### src/rtl/fsk_cfg.svh
// timing and tap constants for the two-tone data encoder
`ifndef FSK_CFG_SVH
`define FSK_CFG_SVH

// system clock and crystal reference, in Hz
`define FSK_CLK_HZ 64'd50000000
`define FSK_REF_HZ 64'd3686400

// reference to master clock ratio
`define FSK_REF_DIV 3'd6
`define FSK_REF_LAST 3'd5

// master clock figure, in Hz (reference over six)
`define FSK_MASTER_HZ 614400

// phase accumulator width and its step for the reference tick
`define FSK_ACC_W 32
`define FSK_ACC_STEP ((`FSK_REF_HZ << 32) / `FSK_CLK_HZ)

// tone divider: 614.4 kHz / 512 = 1200 Hz, / 256 = 2400 Hz
`define FSK_TONE_W 9
`define FSK_TAP_1200 8
`define FSK_TAP_2400 7

// test wave divider: / 16384 = 37.5 Hz, / 262144 = about 2.3 Hz
`define FSK_WAVE_W 18
`define FSK_TAP_PHASE 13
`define FSK_TAP_BLINK 17

// output buffer depth
`define FSK_BUF_DEPTH 2

`endif

### src/rtl/fsk_pkg.sv
// types shared by the two-tone data encoder
package fsk_pkg;

  // where the bit entering the synchroniser comes from
  typedef enum logic [1:0] {
    SRC_CONTROLLER,
    SRC_FAILSOFT,
    SRC_PHASE_WAVE,
    SRC_LEVEL_TONE
  } src_type;

endpackage

### src/rtl/fsk_data_encoder.sv
// two-tone (FSK) encoder for low-speed controller data with test modes
`timescale 1ns/1ns
`include "fsk_cfg.svh"

module fsk_data_encoder (
  // clock and reset
  input wire logic clk,
  input wire logic sys_rst,
  // front panel switch and jumpers
  input wire logic mode_switch,
  input wire logic test_select_jumper,
  input wire logic tone_select_jumper,
  // data sources
  input wire logic controller_data,
  input wire logic failsoft_word,
  input wire logic failsoft_active,
  // encoded tone stream toward the line
  output logic fsk_valid,
  output logic fsk_data,
  input wire logic fsk_ready,
  // indicators and monitor
  output logic power_led,
  output logic monitor_jack,
  output fsk_pkg::src_type src_mode
);
  import fsk_pkg::*;

  // ------------------------------------------------------------
  // source selection
  // ------------------------------------------------------------
  localparam logic [`FSK_ACC_W-1:0] ACC_STEP =
    `FSK_ACC_W'(`FSK_ACC_STEP);

  logic [`FSK_ACC_W-1:0] acc_q;
  logic [`FSK_ACC_W:0] acc_sum;
  logic ref_tick;
  logic [2:0] ref_cnt_q;
  logic master_tick;
  logic pend_q;
  logic step;
  logic buf_in_ready;

  logic [`FSK_WAVE_W-1:0] wave_q;
  logic [`FSK_TONE_W-1:0] tone_q;
  logic sync1_q;
  logic sync2_q;
  logic restart;
  logic src_bit;
  logic tone_bit;
  src_type src_d;

  logic mon_q;
  logic led_q;
  src_type mode_q;

  logic [`FSK_BUF_DEPTH-1:0] mem_q;
  logic wr_ptr_q;
  logic rd_ptr_q;
  logic [1:0] count_q;
  logic push;
  logic pop;

  // decode of the panel controls into a source
  function automatic src_type pick_source(
    input logic test_mode,
    input logic phase_sel,
    input logic in_failsoft
  );
    src_type s;
    if (test_mode) begin
      s = phase_sel ? SRC_PHASE_WAVE : SRC_LEVEL_TONE;
    end else begin
      s = in_failsoft ? SRC_FAILSOFT : SRC_CONTROLLER;
    end
    return s;
  endfunction

  assign src_d = pick_source(mode_switch, test_select_jumper,
                             failsoft_active);

  always_comb begin
    unique case (src_d)
      SRC_CONTROLLER: src_bit = controller_data;
      SRC_FAILSOFT: src_bit = failsoft_word;
      SRC_PHASE_WAVE: src_bit = wave_q[`FSK_TAP_PHASE];
      SRC_LEVEL_TONE: src_bit = 1'b0;
    endcase
  end

  // ------------------------------------------------------------
  // master clock tick
  // ------------------------------------------------------------
  // a phase accumulator stands in for the crystal reference, so the
  // average rate is right to within the truncation of ACC_STEP even though 50 MHz is no integer multiple
  assign acc_sum = {1'b0, acc_q} + {1'b0, ACC_STEP};
  assign ref_tick = acc_sum[`FSK_ACC_W];
  assign master_tick = ref_tick && (ref_cnt_q == `FSK_REF_LAST);

  always_ff @(posedge clk) begin
    if (sys_rst) begin
      acc_q <= '0;
    end else begin
      acc_q <= acc_sum[`FSK_ACC_W-1:0];
    end
  end

  always_ff @(posedge clk) begin
    if (sys_rst) begin
      ref_cnt_q <= 3'h0;
    end else if (ref_tick) begin
      if (ref_cnt_q == `FSK_REF_LAST) begin
        ref_cnt_q <= 3'h0;
      end else begin
        ref_cnt_q <= ref_cnt_q + 3'h1;
      end
    end
  end

  // a tick that meets a full buffer waits here; the wave divider, synchroniser,
  // tone divider and buffer stall with it so no tone sample is dropped
  assign step = (master_tick || pend_q) && buf_in_ready;

  always_ff @(posedge clk) begin
    if (sys_rst) begin
      pend_q <= 1'b0;
    end else if (step) begin
      pend_q <= 1'b0;
    end else if (master_tick) begin
      pend_q <= 1'b1;
    end
  end

  // ------------------------------------------------------------
  // test wave and blink divider
  // ------------------------------------------------------------
  always_ff @(posedge clk) begin
    if (sys_rst) begin
      wave_q <= '0;
    end else if (step) begin
      wave_q <= wave_q + `FSK_WAVE_W'(1);
    end
  end

  // ------------------------------------------------------------
  // data synchroniser
  // ------------------------------------------------------------
  always_ff @(posedge clk) begin
    if (sys_rst) begin
      sync1_q <= 1'b0;
      sync2_q <= 1'b0;
    end else if (step) begin
      sync1_q <= src_bit;
      sync2_q <= sync1_q;
    end
  end

  // ------------------------------------------------------------
  // tone divider
  // ------------------------------------------------------------
  // restarting on a data edge puts every transition at a zero
  // crossing of whichever tone follows it
  assign restart = sync1_q ^ sync2_q;

  always_ff @(posedge clk) begin
    if (sys_rst) begin
      tone_q <= '0;
    end else if (step) begin
      if (restart) begin
        tone_q <= '0;
      end else begin
        tone_q <= tone_q + `FSK_TONE_W'(1);
      end
    end
  end

  always_comb begin
    if (src_d == SRC_LEVEL_TONE) begin
      tone_bit = tone_select_jumper ? tone_q[`FSK_TAP_1200]
                                    : tone_q[`FSK_TAP_2400];
    end else begin
      tone_bit = sync2_q ? tone_q[`FSK_TAP_1200]
                         : tone_q[`FSK_TAP_2400];
    end
  end

  // ------------------------------------------------------------
  // output buffer
  // ------------------------------------------------------------
  assign push = step;
  assign pop = fsk_valid && fsk_ready;
  assign buf_in_ready = (count_q != 2'(`FSK_BUF_DEPTH));
  assign fsk_valid = (count_q != 2'h0);
  assign fsk_data = mem_q[rd_ptr_q];

  always_ff @(posedge clk) begin
    if (sys_rst) begin
      mem_q <= '0;
    end else if (push) begin
      mem_q[wr_ptr_q] <= tone_bit;
    end
  end

  always_ff @(posedge clk) begin
    if (sys_rst) begin
      wr_ptr_q <= 1'b0;
      rd_ptr_q <= 1'b0;
    end else begin
      if (push) begin
        wr_ptr_q <= ~wr_ptr_q;
      end
      if (pop) begin
        rd_ptr_q <= ~rd_ptr_q;
      end
    end
  end

  always_ff @(posedge clk) begin
    if (sys_rst) begin
      count_q <= 2'h0;
    end else if (push && !pop) begin
      count_q <= count_q + 2'h1;
    end else if (pop && !push) begin
      count_q <= count_q - 2'h1;
    end
  end

  // ------------------------------------------------------------
  // indicators and monitor
  // ------------------------------------------------------------
  always_ff @(posedge clk) begin
    if (sys_rst) begin
      mon_q <= 1'b0;
    end else begin
      mon_q <= src_bit;
    end
  end

  always_ff @(posedge clk) begin
    if (sys_rst) begin
      led_q <= 1'b1;
    end else if (mode_switch) begin
      led_q <= wave_q[`FSK_TAP_BLINK];
    end else begin
      led_q <= 1'b1;
    end
  end

  always_ff @(posedge clk) begin
    if (sys_rst) begin
      mode_q <= SRC_CONTROLLER;
    end else begin
      mode_q <= src_d;
    end
  end

  assign monitor_jack = mon_q;
  assign power_led = led_q;
  assign src_mode = mode_q;

endmodule

### config.mk
export PLATFORM = sky130hd
export DESIGN_NAME = fsk_data_encoder
export DESIGN_NICKNAME = d
export VERILOG_FILES = /design/src/rtl/fsk_pkg.sv /design/src/rtl/fsk_data_encoder.sv
export VERILOG_INCLUDE_DIRS = /design/src /design/src/rtl
export SDC_FILE = /design/constraint.sdc
export NUM_CORES = 1
export LEC_CHECK = 0
export BUFFER_PORTS_ARGS = -buffer_cell sky130_fd_sc_hd__buf_2
export CAP_MARGIN = 20
export CELL_PAD_IN_SITES_DETAIL_PLACEMENT = 2
export CELL_PAD_IN_SITES_GLOBAL_PLACEMENT = 2
export CORE_ASPECT_RATIO = 0.8
export CORE_MARGIN = 4
export CORE_UTILIZATION = 40
export DETAILED_ROUTE_END_ITERATION = 12
export PLACE_DENSITY_LB_ADDON = 0.1
export SLEW_MARGIN = 40
export SYNTH_ARGS = -nofsm -noshare
export SYNTH_HDL_FRONTEND = slang
export SYNTH_SLANG_ARGS = --single-unit
### constraint.sdc
create_clock -name clk -period 7.4 [get_ports clk]
set_clock_uncertainty 0.15 [all_clocks]
set_input_delay 0.74 -clock clk [delete_from_list [all_inputs] [get_ports clk]]
set_output_delay 0.74 -clock clk [all_outputs]
set_load 0.03 [all_outputs]
Word-level counts from Yosys, hierarchy flattened:

Index checks and enable logic that the tools add are counted.

* $add $sub $neg: 6
* order comparisons: 3
* equal/unequal tests: 5
* multiplexer cells: 16
* bitwise gates (word level): 4
* reductions and logical operators: 14

Operators with widths (number)
* 32-bit by 29-bit adder with 33-bit output, second input constant: 1
* 18-bit by 1-bit adder with 18-bit output, second input constant: 1
* 9-bit by 1-bit adder with 9-bit output, second input constant: 1
* 9-bit 2-to-1 mux: 1
* 1-bit 2-to-1 mux: 8
* 1-bit logical AND: 6
* 2-bit 2-to-1 mux: 3
* 2-bit equality test, second input constant: 2
* 1-bit by 2-bit less-than comparator with 1-bit output, second input constant: 2
* 1-bit case mux with 4 select lines: 1
* 2-bit nonzero test: 2
* 2-bit OR reduction: 2
* 3-bit by 1-bit adder with 3-bit output, second input constant: 1
* 3-bit equality test, second input constant: 1
* 3-bit 2-to-1 mux: 1
* 1-bit inverter: 3
* 2-bit by 1-bit adder with 2-bit output, second input constant: 1
* 2-bit bitwise mux: 1
* 2-bit by 1-bit equality test with 1-bit output, second input constant: 1
* 1-bit zero test: 2
* 2-bit zero test: 1
* 2-bit inequality test, second input constant: 1
* 2-bit by 1-bit subtractor with 2-bit output, second input constant: 1
* 1-bit demux with 1-bit select: 1
* other kinds (3): 3

* flip-flop bits (word level): 75

Logic depth before layout (Yosys ltp):

Gate-level depths: netlist (run 1).

* depth after elaboration: 8
* mapped depth: 12

Worst setup path after synthesis (run 1):

Ideal clock, no wire load.

* kind: register to register
* from: register acc_q[2]
* to: register count_q[1]
* library setup time: 0.070 ns
* data arrival time: 2.670 ns
* slack: 4.510 ns
* stages on the path, launching flop included: 12
* buffers on the path: 1
* cells stage by stage: dfxtp_1 > ha_1 > o211ai_1 > a21oi_1 > o311ai_1 > a211o_1 > o21a_4 > buf_2 > inv_2 > ha_1 > or3_1 > a21oi_1

* longest elaborated chain between the ends: 7
* elaborated cells between the ends (all ways): 9
* classes of those cells: add/sub (1); mux (1); reduce/logical (7)

RTL lines
* start: declaration: RTL line fsk_data_encoder.sv:34 `` logic [`FSK_ACC_W-1:0] acc_q; ``
* start signal: assignment: RTL line fsk_data_encoder.sv:103 `` acc_q <= acc_sum[`FSK_ACC_W-1:0]; ``
* 32-bit by 29-bit adder with 33-bit output (*): RTL line fsk_data_encoder.sv:95 `assign acc_sum = {1'b0, acc_q} + {1'b0, ACC_STEP};`
* 1-bit logical AND (*): RTL line fsk_data_encoder.sv:97 `` assign master_tick = ref_tick && (ref_cnt_q == `FSK_REF_LAST); ``
* 1-bit logical OR (*): RTL line fsk_data_encoder.sv:121 `assign step = (master_tick || pend_q) && buf_in_ready;`
* 1-bit logical AND (*): RTL line fsk_data_encoder.sv:121
* via push: RTL line fsk_data_encoder.sv:60 `logic push;`
* 1-bit zero test: RTL line fsk_data_encoder.sv:222 `end else if (pop && !push) begin`
* 1-bit logical AND: RTL line fsk_data_encoder.sv:222
* 2-bit nonzero test (no source line)
* end signal: assignment: RTL line fsk_data_encoder.sv:221 `count_q <= count_q + 2'h1;`
* end signal: assignment: RTL line fsk_data_encoder.sv:223 `count_q <= count_q - 2'h1;`
* end: declaration: RTL line fsk_data_encoder.sv:59 `logic [1:0] count_q;`

The timed path passes the listed nets; every way through them passes the cells marked *.
A chain may end at the register's enable or synchronous reset.

Worst setup path after layout (run 1):

Same ends and word-level chain as after synthesis.

==> results of run 1 <==
path summary, 6_finish.rpt:
check	cells past startpoint	startpoint	to	slack [ps]
max	10	acc_q[2]	count_q[1]	3770
min	2	wave_q[11]	wave_q[11]	340
max reg2reg	10	acc_q[2]	count_q[1]	3770
min reg2reg	2	wave_q[11]	wave_q[11]	340
state kept, by name, indices dropped and copies added (netlist names):
signal,flops
acc_q,30
wave_q,18
tone_q,9
ref_cnt_q,3
count_q,2
mem_q,2
src_mode,2
monitor_jack,1
pend_q,1
power_led,1
rd_ptr_q,1
sync1_q,1
sync2_q,1
wr_ptr_q,1
cells by family after synthesis:
kind of cell,Yosys count,synth area share
simple gates,160,0.249
compound gates,94,0.167
flops,73,0.432
xor+xnor,29,0.0751
buf+inv,26,0.0314
mux,10,0.0307
fa+ha+maj,4,0.0148
metal layers:
metal,share of wire,vias to the layer above,GRT usage
met5,0,-,0
met4,0.015,0,0.0595
met3,0.023,10,0.0362
met2,0.48,28,0.307
met1,0.49,1449,0.254
li1,-,1428,-
Yosys cell counts (2+ instances only):
master	instances
a311oi_1	2
mux2_2	3
a31oi_1	3
xnor2_1	14
nand4_1	5
nand3_1	11
nor2_1	52
clkbuf_1	10
o21ai_0	24
a21oi_1	39
or4b_1	5
or4_1	9
or2_2	3
dfxtp_1	73
nand2b_1	4
mux2i_1	7
a211o_1	2
nor3b_1	4
nand2_1	26
ha_1	4
nor2b_1	9
nor3_1	5
inv_1	9
o31ai_1	9
o21bai_1	3
and3_1	5
buf_1	4
nand4b_1	2
xor2_1	15
or3_1	14
layout make-up:
| class | instances | area, um^2 | area share |
|---|---|---|---|
| clock buffers | 11 | 141 | 0.0377 |
| flip-flops and latches | 73 | 1460 | 0.390 |
| well taps | 108 | 135 | 0.0360 |
| clock inverters | 5 | 55.1 | 0.0147 |
| repair buffers | 16 | 97.6 | 0.0260 |
| inverters | 10 | 37.5 | 0.0100 |
| multi-input cells | 297 | 1820 | 0.486 |
metrics by stage:
stage | cells | hold WS (ps)
after floorplan | 396 | 275
after detailed placement | 503 | 333
after global placement | 503 | 295
final | 520 | 337
after CTS | 519 | 344
after global routing | 520 | 373
worst reg2reg max path: stages, from the launching register on:
cell,delay [ps]
dfxtp_1,350
ha_1,250
o211ai_1,230
a21oi_1,180
o311ai_1,470
a211o_1,300
o21a_4,440
inv_2,240
ha_1,410
or3_1,390
a21oi_1,150
power groups by stage:
stage                     Clock, mW  Combinational [mW]  Sequential, mW
after floorplan                   0               0.193           0.504
after global placement            0               0.236           0.515
after detailed placement          0               0.248           0.520
after CTS                     0.325               0.253           0.512
after global routing          0.347               0.281           0.524
final                         0.315               0.253           0.513
==> impl_metrics.py, run 1 <==
metrics = {
    "layout": {
        "finish.utilization": 0.463,
        "final_area_um2": 3750,
        "diodes": 0,
        "layout_common_cells": "dfxtp_1 (73), nor2_1 (52), a21oi_1 (39)",
        "nets": 420,
        "fillers": 910,
        "final_common_cell": "dfxtp_1",
        "drive_gt1_frac": 0.104,
        "syn_to_final_growth_pct": 10.9,
    },
    "pwr": {
        "p_switching_uw": 361,
        "seq_power_share": 0.475,
        "p_clk_frac": 0.291,
        "cellLeakagePower_nw": 1.33,
        "pwr-share-comb": 0.234,
        "power_mw": 1.08,
        "power.density_cell_area_nw_per_um2": 288,
        "ir_drop_mv": 0.204,
        "internal-power_uw": 719,
        "swShare": 0.334,
    },
    "sta": {
        "rsz0062_at_grt": "no",
        "drv_slew": 0,
        "setup_ws_ps": 3770,
        "setup_violations": 0,
        "relSlewSlack": 0.557,
        "max_freq_mhz": 276,
        "finalCriticalPeriod_ps": 3630,
        "hold_violations": 0,
        "tightestPinTransition_ps": 657,
        "tns_ps": 0,
        "finalCritPeriodShare": 0.490,
    },
    "routing": {
        "wl_um": 9000,
        "vias": 2915,
        "drtPass1Iterations": 4,
        "drcViolationCount": 0,
        "ant_nets": 0,
        "drt_iter0_markers": 136,
        "vias_per_cell": 5.61,
        "wl_per_cell_um": 17.3,
    },
    "placed_design": {
        "placedInstanceArea_um2": 3530,
        "place_congestion": 0.715,
        "preCtsSetupSlack_ps": 3860,
        "numPortBuffers": 14,
        "dp_hpwl_um": 6080,
    },
    "critical_path": {
        "cp_max_fo": 50,
        "worstPathArrival_ps": 3750,
        "crit_path_top_delay_cell": "o311ai_1",
        "crit_buf_inv": 1,
        "startpoint_type": "flop",
        "worstSetupEndpointType": "flop",
        "required_ps": 7520,
        "crit_path_max_incr_delay_ps": 470,
        "crit_chain": "ha_1 > o211ai_1 > a21oi_1 > o311ai_1 > a211o_1 > o21a_4 > inv_2 > ha_1 > or3_1 > a21oi_1",
        "crit_type": "flop to flop",
        "crit_family": "compound AO/OA/AOI/OAI gates",
    },
    "cts": {
        "clockBufferDepth": 2,
        "cts_tree": "built",
        "htree_levels": 3,
        "path_clk_slew_ps": 80,
        "numCtsBuffers": 9,
        "cts_resized": 0,
        "clkLatencyLatePin_ps": 340,
        "postCtsSetupBuffers": 0,
        "holdBufCountCts": 0,
        "cts_sinks": 73,
        "cts-root-buf": "clkbuf_8",
    },
    "floorplan": {
        "core-area_um2": 8090,
        "io_pins": 15,
        "die_w_um": 111,
        "die_h_um": 90.2,
        "die_area_um2": 10000,
        "std_cell_rows": 29,
        "start_util": 0.418,
    },
    "grt": {
        "grt_max_degree": 78,
        "grt_pass1_wl_um": 15600,
        "grt_overflow": 0,
        "grt_use_total": 0.189,
        "grt_pass1_vias": 3063,
        "antenna_found_initial": 0,
    },
    "synth": {
        "synthArstFlopShare": 0,
        "synthDistinctLibCells": 51,
        "syn_nets": 409,
        "seq_area_frac_synth": 0.432,
        "syn_avg_cell_area_um2": 8.54,
        "synth_area_leaders": "dfxtp_1 (43%), a21oi_1 (5.8%), nor2_1 (5.8%)",
        "synth_ff_type": "dfxtp_1",
        "ys_ff_latch": 73,
        "synth_top_area_share": 0.432,
        "syn_area_um2": 3380,
        "postSynthCellCount": 396,
        "yosysTopAreaCell": "dfxtp_1",
        "yosysWarningCount": 0,
        "synth_edf_count": 0,
    },
    "run": {
        "maxCapViolations": 0,
    },
    "min_path": {
        "min_path_type": "flop to flop",
    },
    "outcome": {
        "status": "complete, no violations",
    },
}
Power figures use the tool's default switching activity.
==> inputs of run 2 (changes only) <==
Settings changed: CORE_UTILIZATION 40 to 38.
Clock period 7.4 ns to 3.4 ns, I/O delays scaled along.
==> run 2 against run 1 <==
Routed wire length shrank 1.8%. Combinational power grew 110%. Maximum frequency grew 19%. Cell count grew 1.2%. Critical path type unchanged. Global-route usage shrank 1.5 points. Critical endpoint unchanged. Non-clock buffer count grew 2. Largest power group unchanged. Register-to-register slack lost 3400 ps.
==> impl_metrics.py, run 2 (synthesis gave the netlist of run 1 again) <==
metrics = {
    "critical_path": {
        "required_ps": 3530,
        "crit_type": "flop to flop",
        "worstPathArrival_ps": 3190,
        "rr_startpoint": "acc_q[2]",
        "crit_start": "acc_q[2]",
        "cp_max_fo": 6,
        "worstSetupEndpointType": "flop",
        "startpoint_type": "flop",
    },
    "routing": {
        "drt_iter0_markers": 108,
        "vias": 2889,
        "ant_nets": 0,
        "wl_um": 8840,
        "drtPass1Iterations": 4,
        "drcViolationCount": 0,
        "wl_per_cell_um": 16.8,
        "vias_per_cell": 5.49,
    },
    "cts": {
        "cts-root-buf": "clkbuf_8",
        "clkLatencyLatePin_ps": 350,
        "cts_resized": 0,
        "htree_levels": 3,
        "numCtsBuffers": 9,
        "clockBufferDepth": 2,
        "cts_tree": "built",
        "cts_sinks": 73,
        "holdBufCountCts": 0,
        "postCtsSetupBuffers": 0,
        "path_clk_slew_ps": 70,
    },
    "layout": {
        "drive_gt1_frac": 0.109,
        "syn_to_final_growth_pct": 11.7,
        "stdcell_count": 526,
        "final_common_cell": "dfxtp_1",
        "fillers": 952,
        "multiInputGateArea_um2": 1820,
        "diodes": 0,
        "finish.utilization": 0.442,
        "regMostFlops": "acc_q",
        "largest_reg_flops": 30,
        "nets": 422,
        "register_area_um2": 1460,
        "reg_top3": "acc_q: 30 flops, wave_q: 18 flops, tone_q: 9 flops",
        "layout_common_cells": "dfxtp_1 (73), nor2_1 (52), a21oi_1 (39)",
    },
    "pwr": {
        "power.density_cell_area_nw_per_um2": 611,
        "cellLeakagePower_nw": 1.35,
        "ir_drop_mv": 0.298,
    },
    "grt": {
        "grt_pass1_vias": 2966,
        "grt_overflow": 0,
        "antenna_found_initial": 0,
        "grt_max_degree": 54,
        "grt_pass1_wl_um": 14600,
        "grt_use_total": 0.174,
    },
    "run": {
        "maxCapViolations": 0,
    },
    "placed_design": {
        "dp.cells": 510,
        "place_congestion": 0.747,
        "numPortBuffers": 14,
        "dp_hpwl_um": 6040,
    },
    "sta": {
        "tightestPinTransition_ps": 656,
        "drv_slew": 0,
        "setup_violations": 0,
        "max_freq_mhz": 327,
        "relSlewSlack": 0.562,
        "rsz0062_at_grt": "no",
        "hold_violations": 0,
        "finalCritPeriodShare": 0.899,
        "finalCriticalPeriod_ps": 3060,
        "tns_ps": 0,
    },
    "floorplan": {
        "core-area_um2": 8560,
        "start_util": 0.395,
        "io_pins": 15,
        "die_w_um": 113,
        "die_h_um": 92.4,
        "die_area_um2": 10500,
        "std_cell_rows": 30,
    },
    "min_path": {
        "min_from": "test_select_jumper",
        "min_path_type": "input pin to flop",
    },
    "outcome": {
        "status": "complete, no violations",
    },
}
==> run 2: cell count changes in the layout (fill, tap and decap cells not counted), sizes merged <==
cell and change:
clkinvlp -2, clkbuf +3, bufinv -1, buf +2
==> run 2: final cells by class <==
cell class,count,share of cell area
Tap cell,112,0.0371
Clock inverter,2,0.00265
Inverter,10,0.00993
Clock buffer,14,0.0483
Timing Repair Buffer,18,0.0331
Multi-Input combinational cell,297,0.482
Sequential cell,73,0.387
==> run 2: worst paths after layout <==
kind | end | slack (ps) | depth (start not counted)
worst max-delay path | count_q[1] | 340 | 11
worst min-delay path | src_mode[0] | 80 | 2
worst max register to register | count_q[1] | 340 | 11
worst min register to register | acc_q[2] | 320 | 1
==> run 2: where the power goes <==
part,switching [mW],internal (mW)
Combinational,0.293,0.241
Clock,0.313,0.343
Sequential,0.149,0.970
Total,0.756,1.55
==> run 2: metal layers <==
layer  up-vias  share of wire  GRT usage
met3         8          0.025     0.0418
li1       1432              -          -
met2        26           0.49      0.295
met4         0          0.011     0.0571
met1      1423           0.47      0.217
met5         -              0          0
==> run 2: worst max-delay path, cell delays in order (launching register included) <==
cell and delay [ps]:
dfxtp_1 340, ha_1 240, o211ai_1 220, a21oi_1 160, o311ai_1 520, a211o_1 310, o21a_4 170, inv_2 40
ha_1 200, xor2_1 170, or3_1 320, a21oi_1 140
==> run 2: metrics by stage <==
stage | power [mW] | hold WS, ps | setup WS, ps | area [um^2]
2_1_floorplan | 1.52 | 273 | 510 | 3380
3_3_place_gp | 1.64 | 294 | 512 | 3580
3_5_place_dp | 1.67 | 311 | 373 | 3590
4_1_cts | 2.35 | 65.9 | 296 | 3780
5_1_grt | 2.47 | 74.2 | 46.8 | 3780
6_report | 2.31 | 78.7 | 343 | 3780
